==> src/pstr_pkg.sv <==
/*
  Package for the program space table access block: widths, field
  positions, reset values and the operation encoding.
  Assumes a 24-bit program flash array and a 16-bit core data path.
*/
package pstr_pkg;
  localparam int PSTR_PWORD_W = 24;
  localparam int PSTR_DWORD_W = 16;
  localparam int PSTR_EA_W = 16;
  localparam int PSTR_PAGE_W = 8;
  localparam int PSTR_PAGE_CFG_BIT = 7;
  localparam int PSTR_PADDR_W = PSTR_PAGE_W + PSTR_EA_W;
  localparam int PSTR_ADDR_STEP = 2;
  localparam logic [7:0] PSTR_PAGE_RST = 8'h00;
  localparam logic [7:0] PSTR_PHANTOM = 8'h00;
  // Operation issued by the core with each table instruction
  typedef enum logic [1:0] {
    PSTR_OP_RD_LOW,
    PSTR_OP_RD_HIGH,
    PSTR_OP_WT_LOW,
    PSTR_OP_WT_HIGH
  } pstr_op_e;
endpackage

==> src/pstr_lane.sv <==
`timescale 1ns/1ps
/*
  Read lane steering for one table read: picks the bytes of the 24-bit
  program word and places them in the 16-bit data result.
  Purely combinational; the caller registers the result.
*/
module pstr_lane
  import pstr_pkg::*;
(
  input wire logic [23:0] pword_in,
  input wire logic high_in,
  input wire logic byte_mode_in,
  input wire logic byte_sel_in,
  output logic [15:0] data_out
);
  // Byte and word cases of both read kinds
  always_comb begin
    data_out = 16'h0000;
    if (!high_in) begin
      if (!byte_mode_in) begin
        data_out = pword_in[15:0];
      end else begin
        data_out = {8'h00, byte_sel_in ? pword_in[15:8] : pword_in[7:0]};
      end
    end else begin
      if (!byte_mode_in) begin
        data_out = {PSTR_PHANTOM, pword_in[23:16]};
      end else begin
        // Phantom byte has no storage, so it always reads zero
        data_out = {8'h00, byte_sel_in ? PSTR_PHANTOM : pword_in[23:16]};
      end
    end
  end
endmodule

==> src/pstr_table_access.sv <==
`timescale 1ns/1ps
/*
  Program space table access datapath between the core and the flash.
  Assumes the flash answers a read strobe with data in the same cycle and
  that the core waits for done_out before issuing the next operation.
*/
module pstr_table_access
  import pstr_pkg::*;
(
  input wire logic clk_sys_in,
  input wire logic rstn_in,
  input wire logic req_in,
  input wire pstr_op_e op_in,
  input wire logic byte_mode_in,
  input wire logic [15:0] ea_in,
  input wire logic [15:0] wdata_in,
  input wire logic page_we_in,
  input wire logic [7:0] page_in,
  input wire logic [23:0] flash_rdata_in,
  output logic [7:0] page_out,
  output logic flash_rd_out,
  output logic flash_wr_out,
  output logic [23:0] flash_addr_out,
  output logic [23:0] flash_wdata_out,
  output logic [2:0] flash_wmask_out,
  output logic flash_cfg_out,
  output logic [15:0] rdata_out,
  output logic done_out
);
  typedef enum logic [1:0] {
    PSTR_IDLE,
    PSTR_WAIT
  } pstr_state_e;

  typedef struct packed {
    pstr_state_e state;
    logic [7:0] page;
    logic rd;
    logic wr;
    logic [23:0] addr;
    logic [23:0] wdata;
    logic [2:0] wmask;
    logic cfg;
    logic high;
    logic bmode;
    logic bsel;
    logic [15:0] rdata;
    logic done;
  } pstr_s;

  pstr_s cur;
  pstr_s next_cur;
  logic [15:0] lane_data;
  logic is_high;
  logic is_write;

  assign is_high = (op_in == PSTR_OP_RD_HIGH) || (op_in == PSTR_OP_WT_HIGH);
  assign is_write = (op_in == PSTR_OP_WT_LOW) || (op_in == PSTR_OP_WT_HIGH);

  // Steering of the returned word, from the operation captured at issue
  pstr_lane u_lane (
    .pword_in(flash_rdata_in),
    .high_in(cur.high),
    .byte_mode_in(cur.bmode),
    .byte_sel_in(cur.bsel),
    .data_out(lane_data)
  );

  // Next state of the whole block
  always_comb begin
    next_cur = cur;
    next_cur.rd = 1'b0;
    next_cur.wr = 1'b0;
    next_cur.done = 1'b0;
    // Page update is independent of the operation in flight
    if (page_we_in) begin
      next_cur.page = page_in;
    end
    case (cur.state)
      PSTR_IDLE: begin
        if (req_in) begin
          // Page selects the 64K window, EA is the byte address in it;
          // EA bit 0 is the byte select, so words sit at even addresses
          next_cur.addr = {cur.page, ea_in[15:1], 1'b0};
          next_cur.cfg = cur.page[PSTR_PAGE_CFG_BIT];
          next_cur.high = is_high;
          next_cur.bmode = byte_mode_in;
          next_cur.bsel = ea_in[0];
          if (is_write) begin
            // Low ops touch bits 15:0 only, high ops bits 23:16 only
            next_cur.wr = 1'b1;
            next_cur.done = 1'b1;
            if (!is_high) begin
              next_cur.wdata = {8'h00, byte_mode_in ?
                {wdata_in[7:0], wdata_in[7:0]} : wdata_in};
              next_cur.wmask = byte_mode_in ? (ea_in[0] ? 3'h2 : 3'h1) : 3'h3;
            end else begin
              // Writes to the phantom byte are dropped
              next_cur.wdata = {wdata_in[7:0], 16'h0000};
              next_cur.wmask = (byte_mode_in && ea_in[0]) ? 3'h0 : 3'h4;
            end
          end else begin
            next_cur.rd = 1'b1;
            next_cur.state = PSTR_WAIT;
          end
        end
      end
      PSTR_WAIT: begin
        next_cur.rdata = lane_data;
        next_cur.done = 1'b1;
        next_cur.state = PSTR_IDLE;
      end
      default: begin
        next_cur.state = PSTR_IDLE;
      end
    endcase
  end

  // State register
  always_ff @(posedge clk_sys_in or negedge rstn_in) begin
    if (!rstn_in) begin
      cur <= '{state: PSTR_IDLE, page: PSTR_PAGE_RST, default: '0};
    end else begin
      cur <= next_cur;
    end
  end

  assign page_out = cur.page;
  assign flash_rd_out = cur.rd;
  assign flash_wr_out = cur.wr;
  assign flash_addr_out = cur.addr;
  assign flash_wdata_out = cur.wdata;
  assign flash_wmask_out = cur.wmask;
  assign flash_cfg_out = cur.cfg;
  assign rdata_out = cur.rdata;
  assign done_out = cur.done;
endmodule

==> config.mk <==
export PLATFORM = sky130hd
export DESIGN_NAME = pstr_table_access
export DESIGN_NICKNAME = d
export VERILOG_FILES = /design/src/pstr_pkg.sv /design/src/pstr_lane.sv /design/src/pstr_table_access.sv
export SDC_FILE = /design/constraint.sdc
export NUM_CORES = 1
export LEC_CHECK = 0
export BUFFER_PORTS_ARGS = -buffer_cell sky130_fd_sc_hd__buf_2
export CORE_MARGIN = 5
export CORE_UTILIZATION = 55
export CTS_BUF_LIST = sky130_fd_sc_hd__clkbuf_4
export CTS_CLUSTER_DIAMETER = 150
export DETAILED_ROUTE_END_ITERATION = 6
export GPL_TIMING_DRIVEN = 0
export PLACE_DENSITY = 0.95
export SKIP_CTS_REPAIR_TIMING = 1
export SLEW_MARGIN = 10
export SYNTH_ARGS = -nofsm -noshare
export SYNTH_HDL_FRONTEND = slang
export SYNTH_SLANG_ARGS = --single-unit
==> constraint.sdc <==
create_clock -name clk_sys_in -period 2 [get_ports clk_sys_in]
set_input_delay 0.4 -clock clk_sys_in [delete_from_list [all_inputs] [get_ports clk_sys_in]]
set_output_delay 0.4 -clock clk_sys_in [all_outputs]
set_load 0.02 [all_outputs]
# After elaboration in Yosys (flattened, before gate mapping)

Index checks and enable logic that the tools add are counted.
Widths: inputs -> output; s select.

Register bits: 83
Bits of input ports: 71
Output and inout port bits: 79
Word-level logic and storage cells: 46

Equality and inequality tests: 6
Muxes and demuxes: 20
Reductions and logical operators: 7

Operators by type and width:

| operator           | count |
|---|---|
| $mux 57            | 2 |
| $mux 27            | 2 |
| $mux 16            | 3 |
| $mux 8             | 3 |
| $mux 2             | 5 |
| $eq 2x1->1 const B | 2 |
| $eq 2x2->1 const B | 2 |
| $ne 2x2->1 const B | 2 |
| $reduce_and 2->1   | 2 |
| $mux 1             | 3 |
| $mux 3             | 1 |
| $reduce_and 3->1   | 1 |
| $logic_not 2->1    | 1 |
| $logic_or 1x1->1   | 2 |
| $pmux 1 s2         | 1 |
| $logic_and 1x1->1  | 1 |

# Longest topological paths before layout

Gate-level depths: netlist (run 1).

Depth in word-level cells: 6
Gate-level depth with buffers: 6
Depth with buffers taken out: 3

# By module

From an unflattened synthesis (run 1), not the netlist that was laid out.

Cell total of the unflattened synthesis: 336
Area total of the unflattened synthesis: 4,120.2 um^2

By module, submodules not included:

| module            | times used | cells an instance | area an instance (um^2) | sequential area each (um^2) |
|---|---|---|---|---|
| pstr_table_access | 1          | 297               | 3,783.6                 | 2,026.9 |
| pstr_lane         | 1          | 39                | 336.6                   | 0.0 |

# Worst setup path after synthesis (run 1)

OpenSTA, ideal clock, no wires.

Kind: register to register
From: register cur[82] (netlist bit)
To: register cur (netlist bit flash_addr_out[10])
Setup time: 0.125 ns
Arrival time: 1.155 ns
Data required time: 1.875 ns
Path slack: 0.720 ns
Stages on the path, launching flop included: 6
Buffers on the path: 3
Period minus slack after synthesis: 1.280 ns
Cell sequence: dfrtp_1 buf_6 nor2b_4 buf_6 buf_12 mux2_4

Cells in the longest elaborated chain, start to end: 2

RTL lines:

| what                              | RTL line                 | RTL |
|---|---|---|
| from (decl)                       | pstr_table_access.sv:51  | `pstr_s cur;` |
| from (signal assigned)            | pstr_table_access.sv:124 | `cur <= next_cur;` |
| $logic_not 2->1                   | pstr_table_access.sv:79  | `case (cur.state)` |
| $reduce_and 2->1 (no source line) | --                       |  |

No other way between the ends.
A chain may end at the register's enable or synchronous reset.

# Worst setup path in the final report (run 1)

From: register cur (netlist bit page_out[1])
To: output port page_out[1]

RTL lines:

| what      | RTL line                | RTL |
|---|---|---|
| to (decl) | pstr_table_access.sv:20 | `output logic [7:0] page_out,` |

No word-level cell between the ends.

==> flow_metrics.tcl, run 1 <==
set metrics [dict create \
    htree_levels 3 \
    start_util_pct 56.6 \
    drt-total-wl_um 9530 \
    cts.sinks 81 \
    p_leak_nw 2.74 \
    numCtsBuffers 9 \
    grt_start_max_net_pins 44 \
    fmax_mhz 662 \
    vias 2989 \
    critPathLaunch "page_out[1]" \
    gp_congestion 0.831 \
    hold_path_class "input port to flip-flop" \
    cp.required_ns 1.60 \
    wire_per_inst_um 15.2 \
    synth_nets 437 \
    yosysMostFrequentCell "dfrtp_1" \
    synth_cells 366 \
    layout-drive-gt1-share_pct 57.0 \
    synthArstFlopShare_pct 100 \
    synth_top_area_share_pct 49.2 \
    fillCellCount 534 \
    multi_input_area_um2 1330 \
    critPathLaunchType "flip-flop" \
    port_buffers 146 \
    synth-seq-area-share_pct 49.2 \
    worstSetupEndpointType "output pin" \
    ys_ff_latch 81 \
    grt_usage_pct 20.8 \
    die_w_um 96.6 \
    yosysWarnings 0 \
    fin_cells 629 \
    power_density_nw_per_um2 844 \
    path_cells "buf_4 -> buf_2" \
    max-cap-violations 0 \
    critPathKind "flip-flop to output pin" \
    clk_pin_slew_ns 0.13 \
    worst_slew_pin_slew_ns 0.511 \
    slew_headroom_pct 65.9 \
    die_area_um2 9330 \
    arrival_ns 1.11 \
    regArea_um2 2030 \
    synth_top_cell_by_area "dfrtp_1" \
    insertion_delay_ns 0.39 \
    syn_to_final_growth_pct 24.8 \
    skew_ns 0.0174 \
    path_max_fanout 3 \
    ys_dominant_reg_cell "dfrtp_1" \
    dr.pass1.iters 6 \
    r2r-start "cur[82]" \
    hold_violations 0 \
    die_height_um 96.6 \
    ir_drop_mv 0.435 \
    synth_area_leaders "dfrtp_1 49%, buf_4 14%, mux2_4 6.6%" \
    fin_setup_tns_ns 0 \
    reg2reg_slack_ns 0.58 \
    rows 31 \
    root_buffer "clkbuf_4" \
    antenna_found_initial 0 \
    core_area_um2 7290 \
    clockBufferDepth 2 \
    globalRouteOverflowTotal 0 \
    synth_edf_count 0 \
    ios 150 \
    status "complete, no violations" \
    tritoncts "built" \
    slew_viol_final 0 \
    finalCriticalPeriod_ns 1.51 \
    nets 596 \
    setup_viol 0 \
    via_per_inst 4.75 \
    rsz0062_at_grt "no" \
    netlist_area_um2 4120 \
    ant_nets 0 \
    min_period_over_period_pct 75.5 \
    synth.distinct_cells 27 \
    max_stage_delay_ns 0.43 \
    synth_common_cells "81 x dfrtp_1, 75 x buf_4, 45 x nand2_1" \
    grt_pass1_vias 3091 \
    grt_first_pass_wirelength_um 15000 \
    drc 0 \
    place_hpwl_um 7520 \
    antennaDiodeCount 0 \
    final_core_util_pct 70.6 \
    syn_avg_cell_area_um2 11.3 \
    hold_start "ea_in[8]" \
    drt_iter0_markers 120 \
    slowest_stage "dfrtp_1" \
    dpl.cell_count 612 \
]
-- final timing paths --
check	end	depth (start not counted)
min in group asynchronous	flash_wdata_out[20]	2
hold / removal	flash_addr_out[8]	2
hold reg to reg	flash_wdata_out[18]	2
max in group asynchronous	rdata_out[11]	3
setup / recovery	page_out[1]	2
setup reg to reg	flash_addr_out[16]	5
-- registers in the layout, indices dropped and copies added, names as in the netlist --
name	count
flash_rd_out	1
flash_wmask_out	3
flash_cfg_out	1
flash_wdata_out	24
done_out	1
flash_wr_out	1
page_out	8
cur	4
rdata_out	16
flash_addr_out	22
-- logic make-up after synthesis --
family | Yosys count | share of synthesized area, %
AOI/OAI and AO/OA | 44 | 6.86
DFF | 81 | 49.2
and+or+nand+nor | 85 | 10.3
other | 1 | 0.0909
buffers and inverters | 105 | 18.5
muxes | 50 | 15.0
-- critical path: cells and delay by family, from the launching register on --
kind     cells  cell delay (ns)
flops        1             0.43
buf+inv      2             0.29
-- metal layers --
| layer | GRT usage (%) | routed length, um | part of all wire [%] | vias up |
|---|---|---|---|---|
| met5 | 0 | 0 | 0 | - |
| met4 | 5.61 | 57 | 0.60 | 0 |
| met3 | 4.73 | 778 | 8.2 | 4 |
| met2 | 35.4 | 4720 | 50 | 104 |
| met1 | 26.9 | 3970 | 42 | 1422 |
| li1 | - | - | - | 1459 |
-- final cells by class --
type | instances | share of cell area, %
Sequential cell | 81 | 39.4
Multi-Input combinational cell | 180 | 25.9
Timing Repair Buffer | 148 | 14.8
Buffer | 96 | 14.2
Tap cell | 99 | 2.41
Clock buffer | 10 | 1.46
Clock inverter | 6 | 1.14
Inverter | 9 | 0.657
-- cells in the final DEF (no fill, tap or decap), drive strengths merged --
cell type    netlist  layout
buf               91     238
dfrtp             81      81
nand2             45      45
mux2              42      42
o21ai             25      25
clkbuf             5      15
inv                9       9
nand3b             9       9
nor2               9       9
o31ai              9       9
nand3              8       8
a31oi              8       8
mux2i              8       8
nand2b             8       8
nor2b              4       4
clkinv             0       4
a21o               2       2
nor3b              1       1
and2               1       1
conb               1       1
clkinvlp           0       1
bufinv             0       1
dlygate4sd3        0       1
-- through the flow --
step                hold slack (ns)  total power, W  instance area [um^2]  setup WS (ns)
floorplan                     0.104         0.00300                  4120          0.720
global placement              0.465         0.00340                  4980         0.0109
detailed placement            0.407         0.00346                  5000          0.549
CTS                         -0.0545         0.00438                  5130          0.458
global route                  0.192         0.00460                  5140          0.413
finish                        0.224         0.00434                  5140          0.490
-- report_power, final --
part / switching [W] / internal [W] / total, W
clock network: 0.000537 / 0.000388 / 0.000926
logic: 0.000720 / 0.000707 / 0.00143
registers: 0.000132 / 0.00186 / 0.00199
No activity file was read; power rests on OpenSTA's default activity.
==> run 2, diff against run 1 <==
CORE_UTILIZATION = 46   (was 55)
PLACE_DENSITY = 0.87   (was 0.95)
clock period = 1.37 ns   (was 2 ns; I/O delays follow)
==> run 2 against run 1 <==
Global-route usage shrank 4.0 points. Setup slack worse by 0.48 ns. Critical endpoint is now page_out[3]. Combinational power is 78% higher. Clock power grew 26%. Critical path depth stayed put. Flip-flop and latch count is the same. Total power up 54%. Count of clock-buffer cells in the layout fell by 1. Critical path type unchanged. Cell count grew 0.48%. Worst hold slack lost 0.14 ns.
==> flow_metrics.tcl, run 2 (synthesis gave the netlist of run 1 again) <==
set metrics [dict create \
    crit_top_cell "buf_6" \
    die_height_um 105 \
    largest_register_ffs 24 \
    htree_levels 3 \
    drc 0 \
    most-common-layout-cells "104 x buf_6, 81 x dfrtp_1, 78 x buf_2" \
    slew_headroom_pct 62.4 \
    numCtsBuffers 9 \
    port_buffers 146 \
    antenna_found_initial 0 \
    cp.required_ns 1.10 \
    drt_iter0_markers 101 \
    hold_path_class "input port to flip-flop" \
    antennaDiodeCount 0 \
    slew_viol_final 0 \
    drt-total-wl_um 10100 \
    arrival_ns 1.09 \
    clockBufferDepth 2 \
    critPathLaunchType "flip-flop" \
    status "complete, no violations" \
    die_w_um 105 \
    layout-drive-gt1-share_pct 57.1 \
    fin_setup_tns_ns 0 \
    via_per_inst 4.79 \
    gp_congestion 0.798 \
    critPathKind "flip-flop to output pin" \
    start_util_pct 47.3 \
    core_area_um2 8720 \
    power_density_nw_per_um2 1170 \
    clk_pin_slew_ns 0.13 \
    dr.pass1.iters 4 \
    globalRouteOverflowTotal 0 \
    rows 34 \
    worstSetupEndpointType "output pin" \
    p_leak_nw 2.90 \
    slowest_stage "dfrtp_1" \
    path_cells "buf_6 -> buf_6" \
    ant_nets 0 \
    fin_cells 632 \
    skew_ns 0.0120 \
    tritoncts "built" \
    nets 591 \
    dpl.cell_count 621 \
    rsz0062_at_grt "yes" \
    hold_violations 0 \
    worst_slew_pin_slew_ns 0.564 \
    grt_start_max_net_pins 45 \
    root_buffer "clkbuf_4" \
    wire_per_inst_um 16.0 \
    syn_to_final_growth_pct 38.8 \
    vias 3026 \
    grt_first_pass_wirelength_um 15200 \
    min_period_over_period_pct 99.2 \
    max-cap-violations 0 \
    ios 150 \
    place_hpwl_um 7260 \
    final_common_cell "buf_6" \
    max_stage_delay_ns 0.43 \
    finalCriticalPeriod_ns 1.36 \
    grt_usage_pct 16.8 \
    ir_drop_mv 0.582 \
    die_area_um2 11000 \
    path_max_fanout 3 \
    cts.sinks 81 \
    fmax_mhz 736 \
    insertion_delay_ns 0.41 \
    grt_pass1_vias 3160 \
    setup_viol 0 \
]
-- run 2: cell count changes in the layout (fill, tap and decap cells not counted), moves of 3 or more --
cell      change
mux2_4        +5
buf_4        -32
buf_6        +98
clkinv_2      +3
mux2_2        -5
buf_2        -75
-- run 2: area by class of cell --
cell class / instances / area [um^2]
inverter: 9 / 33.8
sequential: 81 / 2030
tap: 108 / 135
timing repair buffer: 187 / 1570
clock inverter: 6 / 36.3
buffer: 52 / 505
multi-input combinational: 180 / 1350
clock buffer: 9 / 67.6
fill: 705 / 3000
-- run 2: through the flow --
step           total power, W  hold slack, ns  utilization (%)  setup WS (ns)  instance area, um^2
3_3_place_gp          0.00496           0.463             57.2         -0.538                 4990
5_1_grt               0.00703          0.0510             65.6        -0.0574                 5720
2_1_floorplan         0.00438         -0.0216                -         0.0896                 4120
4_1_cts               0.00622          -0.172             58.7        -0.0503                 5120
3_5_place_dp          0.00504           0.298             57.5       -0.00167                 5010
6_report              0.00667          0.0805             65.6         0.0110                 5720
-- run 2: worst paths after layout --
kind                       slack, ns           startpoint                  end  cells past startpoint
min                             0.08             op_in[1]              cur[82]                      2
max reg2reg                     0.01              cur[82]   flash_addr_out[13]                      5
min reg2reg                     0.50  flash_wdata_out[23]  flash_wdata_out[23]                      2
max                             0.01          page_out[3]          page_out[3]                      2
max in group asynchronous       0.37              rstn_in              cur[19]                      3
min in group asynchronous       0.38              rstn_in   flash_wdata_out[9]                      2
-- run 2: power breakdown --
part | switching, W | total (W) | internal (W)
registers | 0.000251 | 0.00297 | 0.00272
logic | 0.00109 | 0.00254 | 0.00145
clock network | 0.000815 | 0.00117 | 0.000354
-- run 2: layer usage --
metal  global-route usage (%)  wire length, um  part of all wire [%]
met3                     4.62              669                   6.6
met1                     20.5             4210                    42
met2                     28.8             5080                    50
met5                        0                0                     0
met4                     5.75              135                   1.3
-- run 2: critical path: cells and delay by family, from the launching register on --
kind	cells	cell delay (ns)
buffers and inverters	2	0.25
flip-flops	1	0.43
==> run 3, diff against run 2 <==
REMOVE_ABC_BUFFERS = 1   (was unset)
==> run 3 against run 2 <==
Setup slack improved by 0.025 ns. Combinational power fell by 37%. Sequential share of layout area rose by 8.4 points. Utilization fell by 12 points. Global-route usage fell by 1.4 points. First-iteration DRC count fell by 34%. Flip-flop and latch count did not move. Critical endpoint is now cur[17]. Sequential power fell by 1%.
==> flow_metrics.tcl, run 3 (synthesis gave the netlist of run 1 again) <==
set metrics [dict create \
    hold_violations 0 \
    globalRouteOverflowTotal 0 \
    fmax_mhz 750 \
    critPathLaunch "cur[82]" \
    tritoncts "built" \
    ant_nets 0 \
    power_density_nw_per_um2 1370 \
    met1_usage_pct 18.8 \
    reg2reg_slack_ns 0.04 \
    cp.required_ns 1.67 \
    pwr-share-comb_pct 25.1 \
    slew_viol_final 0 \
    gp_congestion 0.763 \
    grt_first_pass_wirelength_um 14000 \
    max-cap-violations 0 \
    drt_iter0_markers 67 \
    htree_levels 3 \
    start_util_pct 47.3 \
    port_buffers 148 \
    numCtsBuffers 9 \
    antenna_found_initial 1 \
    worst_r2r_path_depth 3 \
    max_stage_delay_ns 0.57 \
    slowest_stage "dfrtp_4" \
    drc 0 \
    core_area_um2 8720 \
    worstSetupEndpointType "flip-flop" \
    crit_end "cur[17]" \
    grt_pass1_vias 2816 \
    r2r-start "cur[82]" \
    finalCriticalPeriod_ns 1.33 \
    vias 2727 \
    grtUsageMet3_pct 5.67 \
    via_per_inst 4.92 \
    setup_viol 0 \
    die_area_um2 11000 \
    most-common-layout-cells "147 x buf_2, 79 x dfrtp_1, 45 x nand2_1" \
    finalPower_w 0.00637 \
    hold_path_class "input port to flip-flop" \
    insertion_delay_ns 0.42 \
    p_leak_nw 2.39 \
    min_period_over_period_pct 97.4 \
    worst_slack_ns 0.0362 \
    intPower_w 0.00433 \
    largest_register_ffs 24 \
    rsz0062_at_grt "yes" \
    final_common_cell "buf_2" \
    p_switching_w 0.00204 \
    critPathKind "flip-flop to flip-flop" \
    path_max_fanout 14 \
    reg2reg_to "cur[17]" \
    critPathLaunchType "flip-flop" \
    rows 34 \
    path_cells "nor2b_4 -> buf_12 -> mux2_2" \
    sw_frac_of_total_pct 32.0 \
    final_core_util_pct 53.2 \
    dr.pass1.iters 4 \
    slew_headroom_pct 66.0 \
    syn_to_final_growth_pct 12.6 \
    antennaDiodeCount 0 \
    drt-total-wl_um 9170 \
    cts.sinks 81 \
    grt_start_max_net_pins 56 \
    seq_power_share_pct 46.0 \
    ios 150 \
    grt_usage_pct 15.5 \
    grt_use_met2_pct 25.9 \
    wire_per_inst_um 16.5 \
    fillCellCount 784 \
    skew_ns 0.0163 \
    fin_cells 554 \
    clk_pin_slew_ns 0.15 \
    status "complete, no violations" \
    arrival_ns 1.64 \
    root_buffer "clkbuf_4" \
    clockBufferDepth 2 \
    place_ws_ns -0.879 \
    die_height_um 105 \
    p_clk_share_pct 28.9 \
    ir_drop_mv 0.665 \
    grt.busiest_layer "met2" \
    nets 512 \
    place_hpwl_um 6130 \
    layout-drive-gt1-share_pct 50.9 \
    die_w_um 105 \
    dpl.cell_count 527 \
    worst_slew_pin_slew_ns 0.510 \
]
-- run 3: area by class of cell --
type	count	area (um^2)	area share [%]
tap	108	135	2.91
timing repair buffer	157	860	18.5
clock buffer	9	67.6	1.46
multi-input combinational	183	1390	29.9
clock inverter	7	126	2.72
inverter	9	33.8	0.728
sequential	81	2030	43.8
-- run 3: critical path: cells and delay by family (launching register included) --
| kind | cells | cell delay (ns) |
|---|---|---|
| multiplexers | 1 | 0.34 |
| AND/OR/NAND/NOR | 1 | 0.15 |
| buffers and inverters | 1 | 0.16 |
| flip-flops | 1 | 0.57 |
-- run 3: routing by layer --
metal  part of all wire (%)  vias up
met5                   0.22        -
met4                   0.95        2
met3                    6.8        8
met2                     50       89
met1                     42     1333
li1                       -     1295
-- run 3: how the worst min path moves through the flow --
stage	endpoint	cells after the start	startpoint	slack (ns)
6_report	page_out[2]	2	page_in[2]	0.07
4_1_cts	flash_addr_out[18]	1	rstn_in	-0.21
5_1_grt	page_out[4]	2	page_in[4]	0.03
3_5_place_dp	flash_addr_out[18]	1	rstn_in	0.27
2_1_floorplan	cur[17]	0	rstn_in	-0.02
3_3_place_gp	flash_wdata_out[11]	2	flash_wdata_out[11]	0.46
-- run 3: power groups by stage --
stage               logic [W]  registers [W]  clock network, W
floorplan            0.000499        0.00336                 0
global placement      0.00150        0.00296                 0
detailed placement    0.00156        0.00298                 0
CTS                   0.00156        0.00294           0.00189
global route          0.00174        0.00298           0.00201
finish                0.00160        0.00293           0.00184
-- run 3: metrics by stage --
| stage | setup TNS [ns] | hold slack (ns) | area, um^2 |
|---|---|---|---|
| after floorplan | -20.09 | -0.0216 | 3390 |
| after global placement | -80.66 | 0.457 | 4270 |
| after detailed placement | -41.35 | 0.275 | 4300 |
| after CTS | -42.31 | -0.210 | 4490 |
| after global routing | -0.00743 | 0.0338 | 4640 |
| final | 0 | 0.0735 | 4640 |
